[config.mk]
export PLATFORM = sky130hd
export DESIGN_NAME = nibble_alu_skip_logic
export DESIGN_NICKNAME = d
export VERILOG_FILES = /design/src/inc/nalu_pkg.sv /design/src/inc/alu_if.sv /design/src/rtl/alu_compute.sv /design/src/rtl/skip_seq.sv /design/src/rtl/nibble_alu_skip_logic.sv
export SDC_FILE = /design/constraint.sdc
export NUM_CORES = 1
export LEC_CHECK = 0
export ABC_CLOCK_PERIOD_IN_PS = 5400
export BUFFER_PORTS_ARGS = -buffer_cell sky130_fd_sc_hd__buf_4
export CAP_MARGIN = 20
export CORE_MARGIN = 2
export CORE_UTILIZATION = 61
export DETAILED_ROUTE_END_ITERATION = 8
export PLACE_DENSITY = 0.82
export SETUP_SLACK_MARGIN = 0.1
export SLEW_MARGIN = 10
export SYNTH_ARGS = -nofsm -noshare
export SYNTH_HDL_FRONTEND = slang
export SYNTH_HIERARCHICAL = 1
export SYNTH_SLANG_ARGS = --single-unit
[constraint.sdc]
create_clock -name CLOCK -period 5.4 [get_ports CLOCK]
set_clock_uncertainty 0.1 [all_clocks]
set_input_delay 0.54 -clock CLOCK [delete_from_list [all_inputs] [get_ports CLOCK]]
set_output_delay 0.54 -clock CLOCK [all_outputs]
set_load 0.01 [all_outputs]
[src/inc/nalu_pkg.sv]
// Purpose: Shared constants and types for the nibble ALU and skip logic
// Assumes: Four-bit data path, one instruction per enable
// Notes: Operation codes are internal to the decoder interface
package nalu_pkg;
    localparam int NIB_W = 4;
    localparam int IDX_W = 2;
    localparam logic [3:0] ACC_RST = 4'h0;
    localparam logic CARRY_RST = 1'b0;
    localparam int OP_W = 4;
    typedef enum logic [3:0] {
        OP_NOP = 4'h0,
        OP_ADD_MEM = 4'h1,
        OP_ADD_CARRY = 4'h2,
        OP_ADD_IMM = 4'h3,
        OP_AND_MEM = 4'h4,
        OP_OR_MEM = 4'h5,
        OP_SET_CARRY = 4'h6,
        OP_CLR_CARRY = 4'h7,
        OP_TEST_CARRY = 4'h8,
        OP_COMPLEMENT = 4'h9,
        OP_ROTATE = 4'ha,
        OP_SET_BIT = 4'hb,
        OP_CLR_BIT = 4'hc,
        OP_TEST_BIT = 4'hd,
        OP_CMP_MEM = 4'he,
        OP_CMP_IMM = 4'hf
    } alu_op_t;
    typedef enum logic [1:0] {
        ST_RUN = 2'b01,
        ST_SKIP = 2'b10
    } seq_state_t;
endpackage : nalu_pkg

[src/inc/alu_if.sv]
// Purpose: Carries operands and results between top and compute unit
// Assumes: Purely combinational path
// Notes: None
interface alu_if;
    import nalu_pkg::*;
    alu_op_t op;
    logic [3:0] acc;
    logic [3:0] mem;
    logic [3:0] imm;
    logic carry;
    logic [3:0] acc_res;
    logic carry_res;
    logic [3:0] mem_res;
    logic acc_we;
    logic carry_we;
    logic mem_we;
    logic skip;
    modport top (output op, acc, mem, imm, carry,
        input acc_res, carry_res, mem_res, acc_we, carry_we, mem_we, skip);
    modport unit (input op, acc, mem, imm, carry,
        output acc_res, carry_res, mem_res, acc_we, carry_we, mem_we, skip);
endinterface : alu_if

[src/rtl/alu_compute.sv]
// Purpose: Combinational result, write enables and skip decision
// Assumes: Operands stable for the whole instruction cycle
// Notes: Overflow is the carry out of bit 3
module alu_compute
    import nalu_pkg::*;
(
    alu_if.unit bus
);
    logic [4:0] sum;
    logic [3:0] bit_mask;
    always_comb begin
        bit_mask = 4'h1 << bus.imm[1:0];
        sum = 5'h00;
        bus.acc_res = bus.acc;
        bus.carry_res = bus.carry;
        bus.mem_res = bus.mem;
        bus.acc_we = 1'b0;
        bus.carry_we = 1'b0;
        bus.mem_we = 1'b0;
        bus.skip = 1'b0;
        unique case (bus.op)
            OP_NOP: begin
            end
            OP_ADD_MEM: begin
                sum = {1'b0, bus.acc} + {1'b0, bus.mem};
                bus.acc_res = sum[3:0];
                bus.acc_we = 1'b1;
            end
            OP_ADD_CARRY: begin
                sum = {1'b0, bus.acc} + {1'b0, bus.mem} + {4'h0, bus.carry};
                bus.acc_res = sum[3:0];
                bus.carry_res = sum[4];
                bus.acc_we = 1'b1;
                bus.carry_we = 1'b1;
            end
            OP_ADD_IMM: begin
                sum = {1'b0, bus.acc} + {1'b0, bus.imm};
                bus.acc_res = sum[3:0];
                bus.acc_we = 1'b1;
                bus.skip = ~sum[4];
            end
            OP_AND_MEM: begin
                bus.acc_res = bus.acc & bus.mem;
                bus.acc_we = 1'b1;
            end
            OP_OR_MEM: begin
                bus.acc_res = bus.acc | bus.mem;
                bus.acc_we = 1'b1;
            end
            OP_SET_CARRY: begin
                bus.carry_res = 1'b1;
                bus.carry_we = 1'b1;
            end
            OP_CLR_CARRY: begin
                bus.carry_res = 1'b0;
                bus.carry_we = 1'b1;
            end
            OP_TEST_CARRY: begin
                bus.skip = ~bus.carry;
            end
            OP_COMPLEMENT: begin
                bus.acc_res = ~bus.acc;
                bus.acc_we = 1'b1;
            end
            OP_ROTATE: begin
                bus.acc_res = {bus.carry, bus.acc[3:1]};
                bus.carry_res = bus.acc[0];
                bus.acc_we = 1'b1;
                bus.carry_we = 1'b1;
            end
            OP_SET_BIT: begin
                bus.mem_res = bus.mem | bit_mask;
                bus.mem_we = 1'b1;
            end
            OP_CLR_BIT: begin
                bus.mem_res = bus.mem & ~bit_mask;
                bus.mem_we = 1'b1;
            end
            OP_TEST_BIT: begin
                bus.skip = ~|(bus.mem & bit_mask);
            end
            OP_CMP_MEM: begin
                bus.skip = (bus.acc == bus.mem);
            end
            OP_CMP_IMM: begin
                bus.skip = (bus.acc == bus.imm);
            end
        endcase
    end
endmodule : alu_compute

[src/rtl/skip_seq.sv]
// Purpose: Holds the pending skip across one instruction
// Assumes: step marks one instruction slot
// Notes: A skipped slot never raises a new skip
module skip_seq
    import nalu_pkg::*;
(
    input wire logic clk,
    input wire logic rst_n,
    input wire logic step,
    input wire logic skip_req,
    output logic squash
);
    seq_state_t state;
    always_ff @(posedge clk or negedge rst_n) begin
        if (!rst_n) begin
            state <= ST_RUN;
        end else if (step) begin
            unique case (state)
                ST_RUN: state <= skip_req ? ST_SKIP : ST_RUN;
                ST_SKIP: state <= ST_RUN;
                // Two-bit one-hot can hold an illegal code; recover to run
                default: state <= ST_RUN;
            endcase
        end
    end
    assign squash = (state == ST_SKIP);
endmodule : skip_seq

[src/rtl/nibble_alu_skip_logic.sv]
// Purpose: Accumulator, carry and pointed-memory datapath with skip tests
// Assumes: Memory read data valid in the cycle of OP_VALID
// Notes: One instruction per OP_VALID pulse; results land at that edge
module nibble_alu_skip_logic
    import nalu_pkg::*;
(
    input wire logic CLOCK,
    input wire logic RESET_N,
    input wire logic OP_VALID,
    input wire logic [OP_W-1:0] OP_CODE,
    input wire logic [NIB_W-1:0] IMMEDIATE,
    input wire logic [NIB_W-1:0] MEM_RDATA,
    output logic [NIB_W-1:0] ACCUMULATOR,
    output logic CARRY_FLAG,
    output logic MEM_WE,
    output logic [NIB_W-1:0] MEM_WDATA,
    output logic SKIP_PENDING,
    output logic SQUASHED
);
    alu_if bus();
    logic squash;
    logic live;
    assign live = OP_VALID && !squash;
    // Squashed slot is fed as no-op so nothing in the unit can write
    assign bus.op = live ? alu_op_t'(OP_CODE) : OP_NOP;
    assign bus.acc = ACCUMULATOR;
    assign bus.carry = CARRY_FLAG;
    assign bus.mem = MEM_RDATA;
    assign bus.imm = IMMEDIATE;

    alu_compute u_compute (
        .bus(bus.unit)
    );

    skip_seq u_skip (
        .clk(CLOCK),
        .rst_n(RESET_N),
        .step(OP_VALID),
        .skip_req(bus.skip),
        .squash(squash)
    );

    always_ff @(posedge CLOCK or negedge RESET_N) begin
        if (!RESET_N) begin
            ACCUMULATOR <= ACC_RST;
        end else if (bus.acc_we) begin
            ACCUMULATOR <= bus.acc_res;
        end
    end

    always_ff @(posedge CLOCK or negedge RESET_N) begin
        if (!RESET_N) begin
            CARRY_FLAG <= CARRY_RST;
        end else if (bus.carry_we) begin
            CARRY_FLAG <= bus.carry_res;
        end
    end

    // Write strobe is registered, so memory sees it one cycle later;
    // the pointer must not move in that cycle.
    always_ff @(posedge CLOCK or negedge RESET_N) begin
        if (!RESET_N) begin
            MEM_WE <= 1'b0;
            MEM_WDATA <= 4'h0;
        end else begin
            MEM_WE <= bus.mem_we;
            if (bus.mem_we) begin
                MEM_WDATA <= bus.mem_res;
            end
        end
    end

    always_ff @(posedge CLOCK or negedge RESET_N) begin
        if (!RESET_N) begin
            SKIP_PENDING <= 1'b0;
            SQUASHED <= 1'b0;
        end else if (OP_VALID) begin
            SKIP_PENDING <= bus.skip;
            SQUASHED <= squash;
        end
    end

    chk_skip_nop_acc: assert property (@(posedge CLOCK) disable iff (!RESET_N)
        (OP_VALID && squash) |=> $stable(ACCUMULATOR))
        else $error("accumulator changed in skipped slot");
    chk_skip_nop_mem: assert property (@(posedge CLOCK) disable iff (!RESET_N)
        (OP_VALID && squash) |=> !MEM_WE)
        else $error("memory written in skipped slot");
    chk_adc_carry: assert property (@(posedge CLOCK) disable iff (!RESET_N)
        (live && OP_CODE == OP_ADD_CARRY) |=>
        ({CARRY_FLAG, ACCUMULATOR} == $past(ACCUMULATOR) + $past(MEM_RDATA)
        + $past(CARRY_FLAG)))
        else $error("add with carry result wrong");
    chk_add_keep_cy: assert property (@(posedge CLOCK) disable iff (!RESET_N)
        (live && (OP_CODE == OP_ADD_MEM || OP_CODE == OP_ADD_IMM)) |=>
        $stable(CARRY_FLAG))
        else $error("carry changed by plain add");
    chk_imm_skip: assert property (@(posedge CLOCK) disable iff (!RESET_N)
        (live && OP_CODE == OP_ADD_IMM) |=>
        (SKIP_PENDING == ({1'b0, $past(ACCUMULATOR)} + {1'b0, $past(IMMEDIATE)}
        < 5'h10)))
        else $error("immediate add skip wrong");
    chk_rotate_cy: assert property (@(posedge CLOCK) disable iff (!RESET_N)
        (live && OP_CODE == OP_ROTATE) |=>
        (CARRY_FLAG == $past(ACCUMULATOR[0]) &&
        ACCUMULATOR[3] == $past(CARRY_FLAG)))
        else $error("rotate through carry wrong");
    chk_bit_set: assert property (@(posedge CLOCK) disable iff (!RESET_N)
        (live && OP_CODE == OP_SET_BIT) |=>
        (MEM_WE && MEM_WDATA[$past(IMMEDIATE[1:0])]))
        else $error("bit set not written");
    chk_cmp_mem: assert property (@(posedge CLOCK) disable iff (!RESET_N)
        (live && OP_CODE == OP_CMP_MEM) |=>
        (SKIP_PENDING == ($past(ACCUMULATOR) == $past(MEM_RDATA))))
        else $error("memory compare skip wrong");
    chk_carry_test: assert property (@(posedge CLOCK) disable iff (!RESET_N)
        (live && OP_CODE == OP_TEST_CARRY) |=>
        (SKIP_PENDING == !$past(CARRY_FLAG)))
        else $error("carry test skip wrong");
    chk_skip_once: assert property (@(posedge CLOCK) disable iff (!RESET_N)
        (OP_VALID && squash) |=> !SKIP_PENDING)
        else $error("skipped slot raised a skip");
    chk_imm_sum: assert property (@(posedge CLOCK) disable iff (!RESET_N)
        (live && OP_CODE == OP_ADD_IMM) |=>
        (ACCUMULATOR == 4'($past(ACCUMULATOR) + $past(IMMEDIATE))))
        else $error("immediate add sum wrong");
    chk_and_mem: assert property (@(posedge CLOCK) disable iff (!RESET_N)
        (live && OP_CODE == OP_AND_MEM) |=>
        (ACCUMULATOR == ($past(ACCUMULATOR) & $past(MEM_RDATA))))
        else $error("and result wrong");
    chk_or_mem: assert property (@(posedge CLOCK) disable iff (!RESET_N)
        (live && OP_CODE == OP_OR_MEM) |=>
        (ACCUMULATOR == ($past(ACCUMULATOR) | $past(MEM_RDATA))))
        else $error("or result wrong");
    chk_set_carry: assert property (@(posedge CLOCK) disable iff (!RESET_N)
        (live && OP_CODE == OP_SET_CARRY) |=> CARRY_FLAG)
        else $error("carry not set");
    chk_clr_carry: assert property (@(posedge CLOCK) disable iff (!RESET_N)
        (live && OP_CODE == OP_CLR_CARRY) |=> !CARRY_FLAG)
        else $error("carry not cleared");
    chk_complement: assert property (@(posedge CLOCK) disable iff (!RESET_N)
        (live && OP_CODE == OP_COMPLEMENT) |=>
        (ACCUMULATOR == ~$past(ACCUMULATOR)))
        else $error("complement wrong");
    chk_bit_clear: assert property (@(posedge CLOCK) disable iff (!RESET_N)
        (live && OP_CODE == OP_CLR_BIT) |=>
        (MEM_WE && !MEM_WDATA[$past(IMMEDIATE[1:0])]))
        else $error("bit clear not written");
    chk_bit_test: assert property (@(posedge CLOCK) disable iff (!RESET_N)
        (live && OP_CODE == OP_TEST_BIT) |=>
        (SKIP_PENDING == !$past(MEM_RDATA[IMMEDIATE[1:0]])))
        else $error("bit test skip wrong");
    chk_cmp_imm: assert property (@(posedge CLOCK) disable iff (!RESET_N)
        (live && OP_CODE == OP_CMP_IMM) |=>
        (SKIP_PENDING == ($past(ACCUMULATOR) == $past(IMMEDIATE))))
        else $error("immediate compare skip wrong");
endmodule : nibble_alu_skip_logic

==> Yosys cells after proc, flatten, opt, wreduce, memory -nomap -nowiden <==
Cells that the tools add are included.
{ "totals": {"latchBits": 0, "out_inout_bits": 12, "n_memories": 0, "regBits": 14, "ramBits": 0, "rom_bits": 0} }
{ "classes": {"n_lt_le_gt_ge": 0, "shift": 1, "mul": 0, "bitwise": 9, "n_mux": 10, "n_reduce_logical": 11, "n_addsub": 3, "n_eq_ne": 19, "n_div": 0} }
{ "ops": {"columns": ["operator", "n"], "rows": [
  ["equality test 4 bit, second input constant", 8],
  ["one-hot mux 4 bit (7 select lines)", 1],
  ["equality test 4 x 3 -> 1 bit, second input constant", 4],
  ["bitwise AND 4 bit", 3],
  ["adder 4 x 4 -> 5 bit", 2],
  ["equality test 4 x 2 -> 1 bit, second input constant", 2],
  ["equality test 4 bit", 2],
  ["inverter 4 bit", 2],
  ["bitwise OR 4 bit", 2],
  ["one-hot mux 4 bit (2 select lines)", 1],
  ["OR reduction 4 bit", 2],
  ["nonzero test 7 bit", 1],
  ["OR reduction 7 bit", 1],
  ["adder 5 x 1 -> 5 bit", 1],
  ["one-hot mux 1 bit (5 select lines)", 1],
  ["equality test 4 x 1 -> 1 bit, second input constant", 1],
  ["two-way mux 2 bit", 2],
  ["two-way mux 4 bit", 1],
  ["one-hot mux 1 bit (4 select lines)", 1],
  ["AND reduction 2 bit", 2],
  ["nonzero test 4 bit", 1],
  ["<< shifter 1 x 2 -> 4 bit, first input constant", 1],
  ["two-way mux 1 bit", 3],
  ["equality test 2 x 1 -> 1 bit, second input constant", 1],
  ["other kinds (5)", 7]
]} }

==> Logic depth before layout (Yosys ltp) <==
{ "logic_depth": {"depth_word": 8, "depth_mapped": 12, "ltp_nobuf": 10} }

==> Hierarchy <==
Netlist, hierarchy kept.
{ "modules_own_cells": {"columns": ["module", "area_each_um2", "instances", "cells_per_inst"], "rows": [
  ["alu_compute", 1136.1, 1, 158],
  ["nibble_alu_skip_logic", 459.2, 1, 27],
  ["skip_seq", 80.1, 1, 7]
]} }

==> Worst setup path before layout <==
No wires, ideal clock.
{ "synth_path": {"kind": "register -> register", "from": "register ACCUMULATOR[1]", "to": "register ACCUMULATOR[3]", "t_arrival_ns": 2.270, "stages_incl_launch_ff": 9, "setup_ns": 0.127, "path_slack_ns": 2.902, "required_ns": 5.173, "path_buffers": 0, "synth_period_minus_slack_ns": 2.498, "path_cell_list": "dfrtp_1 > inv_1 > ha_1 > a21o_1 > a21oi_2 > xor2_1 > o221ai_1 > o32a_1 > mux2_1"} }
{ "synth_between": {"elab_chain_cells": 3, "word_cells_on_any_way": 4} }
{ "synth_rtl": {"columns": ["item", "line", "rtl"], "rows": [
  ["start, declared", "nibble_alu_skip_logic.sv:13", "output logic [NIB_W-1:0] ACCUMULATOR,"],
  ["start signal, assigned", "nibble_alu_skip_logic.sv:47", "ACCUMULATOR <= bus.acc_res;"],
  ["adder 4 x 4 -> 5 bit", "alu_compute.sv:25", "sum = {1'b0, bus.acc} + {1'b0, bus.mem};"],
  ["adder 5 x 1 -> 5 bit", "alu_compute.sv:30", "sum = {1'b0, bus.acc} + {1'b0, bus.mem} + {4'h0, bus.carry};"],
  ["one-hot mux 4 bit (7 select lines) *", "alu_compute.sv:21", "unique case (bus.op)"],
  ["named net bus.acc_res[3]", "alu_if.sv:11", "logic [3:0] acc_res;"]
]} }
Mark *: on every way through the listed nets, which the timed path passes. The rest lies on a longest branch.
A chain may end at the register's enable or synchronous reset.

==> Final worst setup path <==
{ "layout_path": {"from": "register u_skip.state[0]", "to": "register ACCUMULATOR[0]"} }
{ "layout_between": {"elab_chain_cells": 8, "word_cells_on_any_way": 16} }
{ "layout_rtl": {"columns": ["item", "line", "rtl"], "rows": [
  ["start, declared", "skip_seq.sv:13", "seq_state_t state;"],
  ["start signal, assigned", "skip_seq.sv:19", "ST_RUN: state <= skip_req ? ST_SKIP : ST_RUN;"],
  ["equality test 2 bit *", "skip_seq.sv:26", "assign squash = (state == ST_SKIP);"],
  ["named net squash", "nibble_alu_skip_logic.sv:21", "logic squash;"],
  ["zero test 1 bit *", "nibble_alu_skip_logic.sv:23", "assign live = OP_VALID && !squash;"],
  ["logical AND 1 bit *", "nibble_alu_skip_logic.sv:23", null],
  ["two-way mux 4 bit *", "nibble_alu_skip_logic.sv:25", "assign bus.op = live ? alu_op_t'(OP_CODE) : OP_NOP;"],
  ["named net bus.op[1]", "alu_if.sv:6", "alu_op_t op;"],
  ["equality test 4 x 3 -> 1 bit (tied with other cells)", "alu_compute.sv:21", null],
  ["OR reduction 7 bit (no source line) *", null, null],
  ["two-way mux 1 bit *", "alu_compute.sv:21", null],
  ["named net bus.acc_we", "alu_if.sv:14", "logic acc_we;"],
  ["AND reduction 2 bit (no source line) *", null, null]
]} }
Marked as above.

==> flow_summary.yaml <==
outcome:
  outcome: "completed"
drt:
  wl_per_cell_um: 17.5
  route.met3.wl_um: 303
  vias_per_cell: 6.64
  drc: 0
  ant_nets: 0
  wl_met2_um: 2090
  drtPass1Iterations: 6
  met1_length_um: 1770
  drt_iter0_drc: 91
  drt-total-wl_um: 4240
  via_count: 1608
  top_layer_used: "met4"
timing:
  rsz0062_at_grt: "no"
  final-max-slew-violation-count: 0
  fin_crit_ps: 3170
  fin_crit_sh: 0.587
  tns_ps: 0
  relSlewSlack: 0.269
  setup_ws_ps: 2230
  setup_viol: 0
  finalHoldViolations: 0
  worst_pin_slew_ps: 1100
  max_freq_mhz: 315
logic_synthesis:
  yosysWarnings: 6
  synth_compound_gate_area_share: 0.218
  syn_inst: 192
  synth_fa_ha_area_frac: 0.128
  yosysSeqAreaShare: 0.210
  ys_async_sr_fraction: 1.00
  synth_largest_area_cell: "dfrtp_1"
  synth_top_family_by_area: "simple AND/OR/NAND/NOR gates"
  synth_simple_gate_area_share: 0.224
  synth_cell_types: 52
  synth-edff-count: 0
  synth_area_per_cell_sq_um: 8.73
  postSynthNetCount: 223
  synth_area_sq_mm: 0.00168
  synth-seq-cells: 14
  synth.area.top_cells: "dfrtp_1, ha_1, mux2_1"
  synth_top_area_frac: 0.194
  yosys-mux-area-fraction: 0.105
  synth_ff_type: "dfrtp_1"
  synth-xor-area-share: 0.0418
floorplan:
  dieArea_sq_mm: 0.00318
  start_util: 0.624
  core_area_sq_mm: 0.00269
  rows: 19
  dieWidth_um: 56.4
  ios: 27
  die_y_um: 56.4
worst_setup_path:
  critPathLaunchType: "register"
  crit_chain: "nor2_1 -> and3b_1 -> nor3_1 -> a221oi_4 -> o22ai_1 -> or3_1 -> mux2_1"
  cp.arrival_ps: 3250
  crit_slowest_cell: "and3b_1"
  cp-end-kind: "register"
  critPathMaxStageDelay_ps: 940
  critPathBufInv: 0
  path_max_fanout: 29
  crit_family: "simple AND/OR/NAND/NOR gates"
  critPathKind: "register to register"
  crit_required_ps: 5470
clocking:
  cts_tree: "done"
  ctsResizeCount: 0
  cts_hold_buf: 1
  clkTransAtPathRegs_ps: 100
  cts_made_buffers: 3
  clock_path_buffers: 2
  clock_latency_ps: 280
  cts_setup_buffers: 0
  htree_levels: 1
  clock-sinks: 14
  cts_root_buffer: "clkbuf_4"
final_layout:
  multi_input_area_sq_mm: 0.00120
  area_growth_pct: 11.4
  final_cell_mix: "buf_4, nor2_1, ha_1, dfrtp_1, a21oi_1"
  drive_above_1_share: 0.175
  final_common_cell: "buf_4"
  final_cell_count_no_fill: 242
  num-nets-final: 243
  diodes: 0
  seqCellArea_sq_um: 352
  nFillCells: 213
power:
  p_sw_w: 0.000306
  total_leakage_power_nw: 0.899
  seqPwrFrac: 0.292
  clockPowerShare: 0.102
  power_density_mw_per_mm2: 351
  ir_drop_v: 0.000289
  fin_total_pwr_w: 0.000655
  p_int_w: 0.000349
  swShare: 0.467
  power_frac_comb: 0.606
global_route:
  antenna_found_initial: 0
  grt_max_degree: 30
  overflow: 0
  grt_first_pass_wirelength_um: 7260
  grt_pass1_vias: 1565
  grt_usage: 0.287
placed_design:
  pre_cts_ws_ps: 2220
  dp.cells: 237
  io_buffer_count: 26
  place_congestion: 0.882
  dp_hpwl_um: 3170
min_path:
  hold_class: "register to register"
job:
  max_cap_viol_count: 0
[routing by layer]
metal  GRT usage  vias up
met4      0.0952        0
li1            -      750
met1       0.379      763
met3      0.0369       12
met2       0.484       83
met5           0        -
[cell families after synthesis]
family | after synthesis
and+or+nand+nor | 67
AOI/OAI and AO/OA | 49
buffers and inverters | 23
adders and majority gates | 16
muxes | 15
DFF | 14
xor gates and xnor gates | 8
[cell usage after synthesis, types with 3 or more instances]
cell and n:
a21o_1 5, xor2_1 4, nor2b_1 5, nand3_1 7, mux2i_1 3, nand4_1 3, a211oi_1 5, xnor2_1 4
buf_4 3, nor3_1 5, dfrtp_1 13, o21ai_0 4, ha_1 14, nor2_1 17, buf_2 7, o22ai_1 3
inv_1 10, a21oi_1 13, mux2_1 11, a32oi_1 3, nand2_1 10, and3b_1 5
[final cells by class]
class | count | area share
Tap cell | 31 | 0.0208
Multi-Input combinational cell | 155 | 0.645
Timing Repair Buffer | 27 | 0.110
Sequential cell | 14 | 0.188
Inverter | 11 | 0.0221
Clock buffer | 4 | 0.0141
[path summary, 6_finish.rpt]
check / slack (ps) / startpoint / cells past startpoint / endpoint
worst max-delay path: 2230 / u_skip/state[0] / 7 / ACCUMULATOR[0]
worst min-delay path: 390 / MEM_WDATA[2] / 1 / MEM_WDATA[2]
worst max register to register: 2230 / u_skip/state[0] / 7 / ACCUMULATOR[0]
worst min register to register: 390 / MEM_WDATA[2] / 1 / MEM_WDATA[2]
max in group asynchronous: 4420 / RESET_N / 2 / u_skip/state[0]
min in group asynchronous: 540 / RESET_N / 2 / ACCUMULATOR[2]
[state kept, by name (all words and copies together), names as in the netlist]
register,flops
u_skip/state,2
CARRY_FLAG,1
MEM_WDATA,4
MEM_WE,1
SKIP_PENDING,1
SQUASHED,1
ACCUMULATOR,4
[through the flow]
step | instance area [sq um] | utilization | hold WS, ps
after global routing | 1870 | 0.694 | 403
after floorplan | 1680 | - | 144
after CTS | 1870 | 0.694 | 395
after global placement | 1830 | 0.681 | 303
after detailed placement | 1830 | 0.681 | 310
final | 1870 | 0.694 | 392
[power by group through the flow]
stage          logic (W)  clock network [W]  registers [W]
5_1_grt         0.000440          0.0000738       0.000199
2_1_floorplan   0.000261                  0       0.000190
3_3_place_gp    0.000378                  0       0.000191
3_5_place_dp    0.000387                  0       0.000193
4_1_cts         0.000390          0.0000694       0.000191
6_report        0.000397          0.0000667       0.000191
Note: power is estimated with default switching activity, not from simulation.
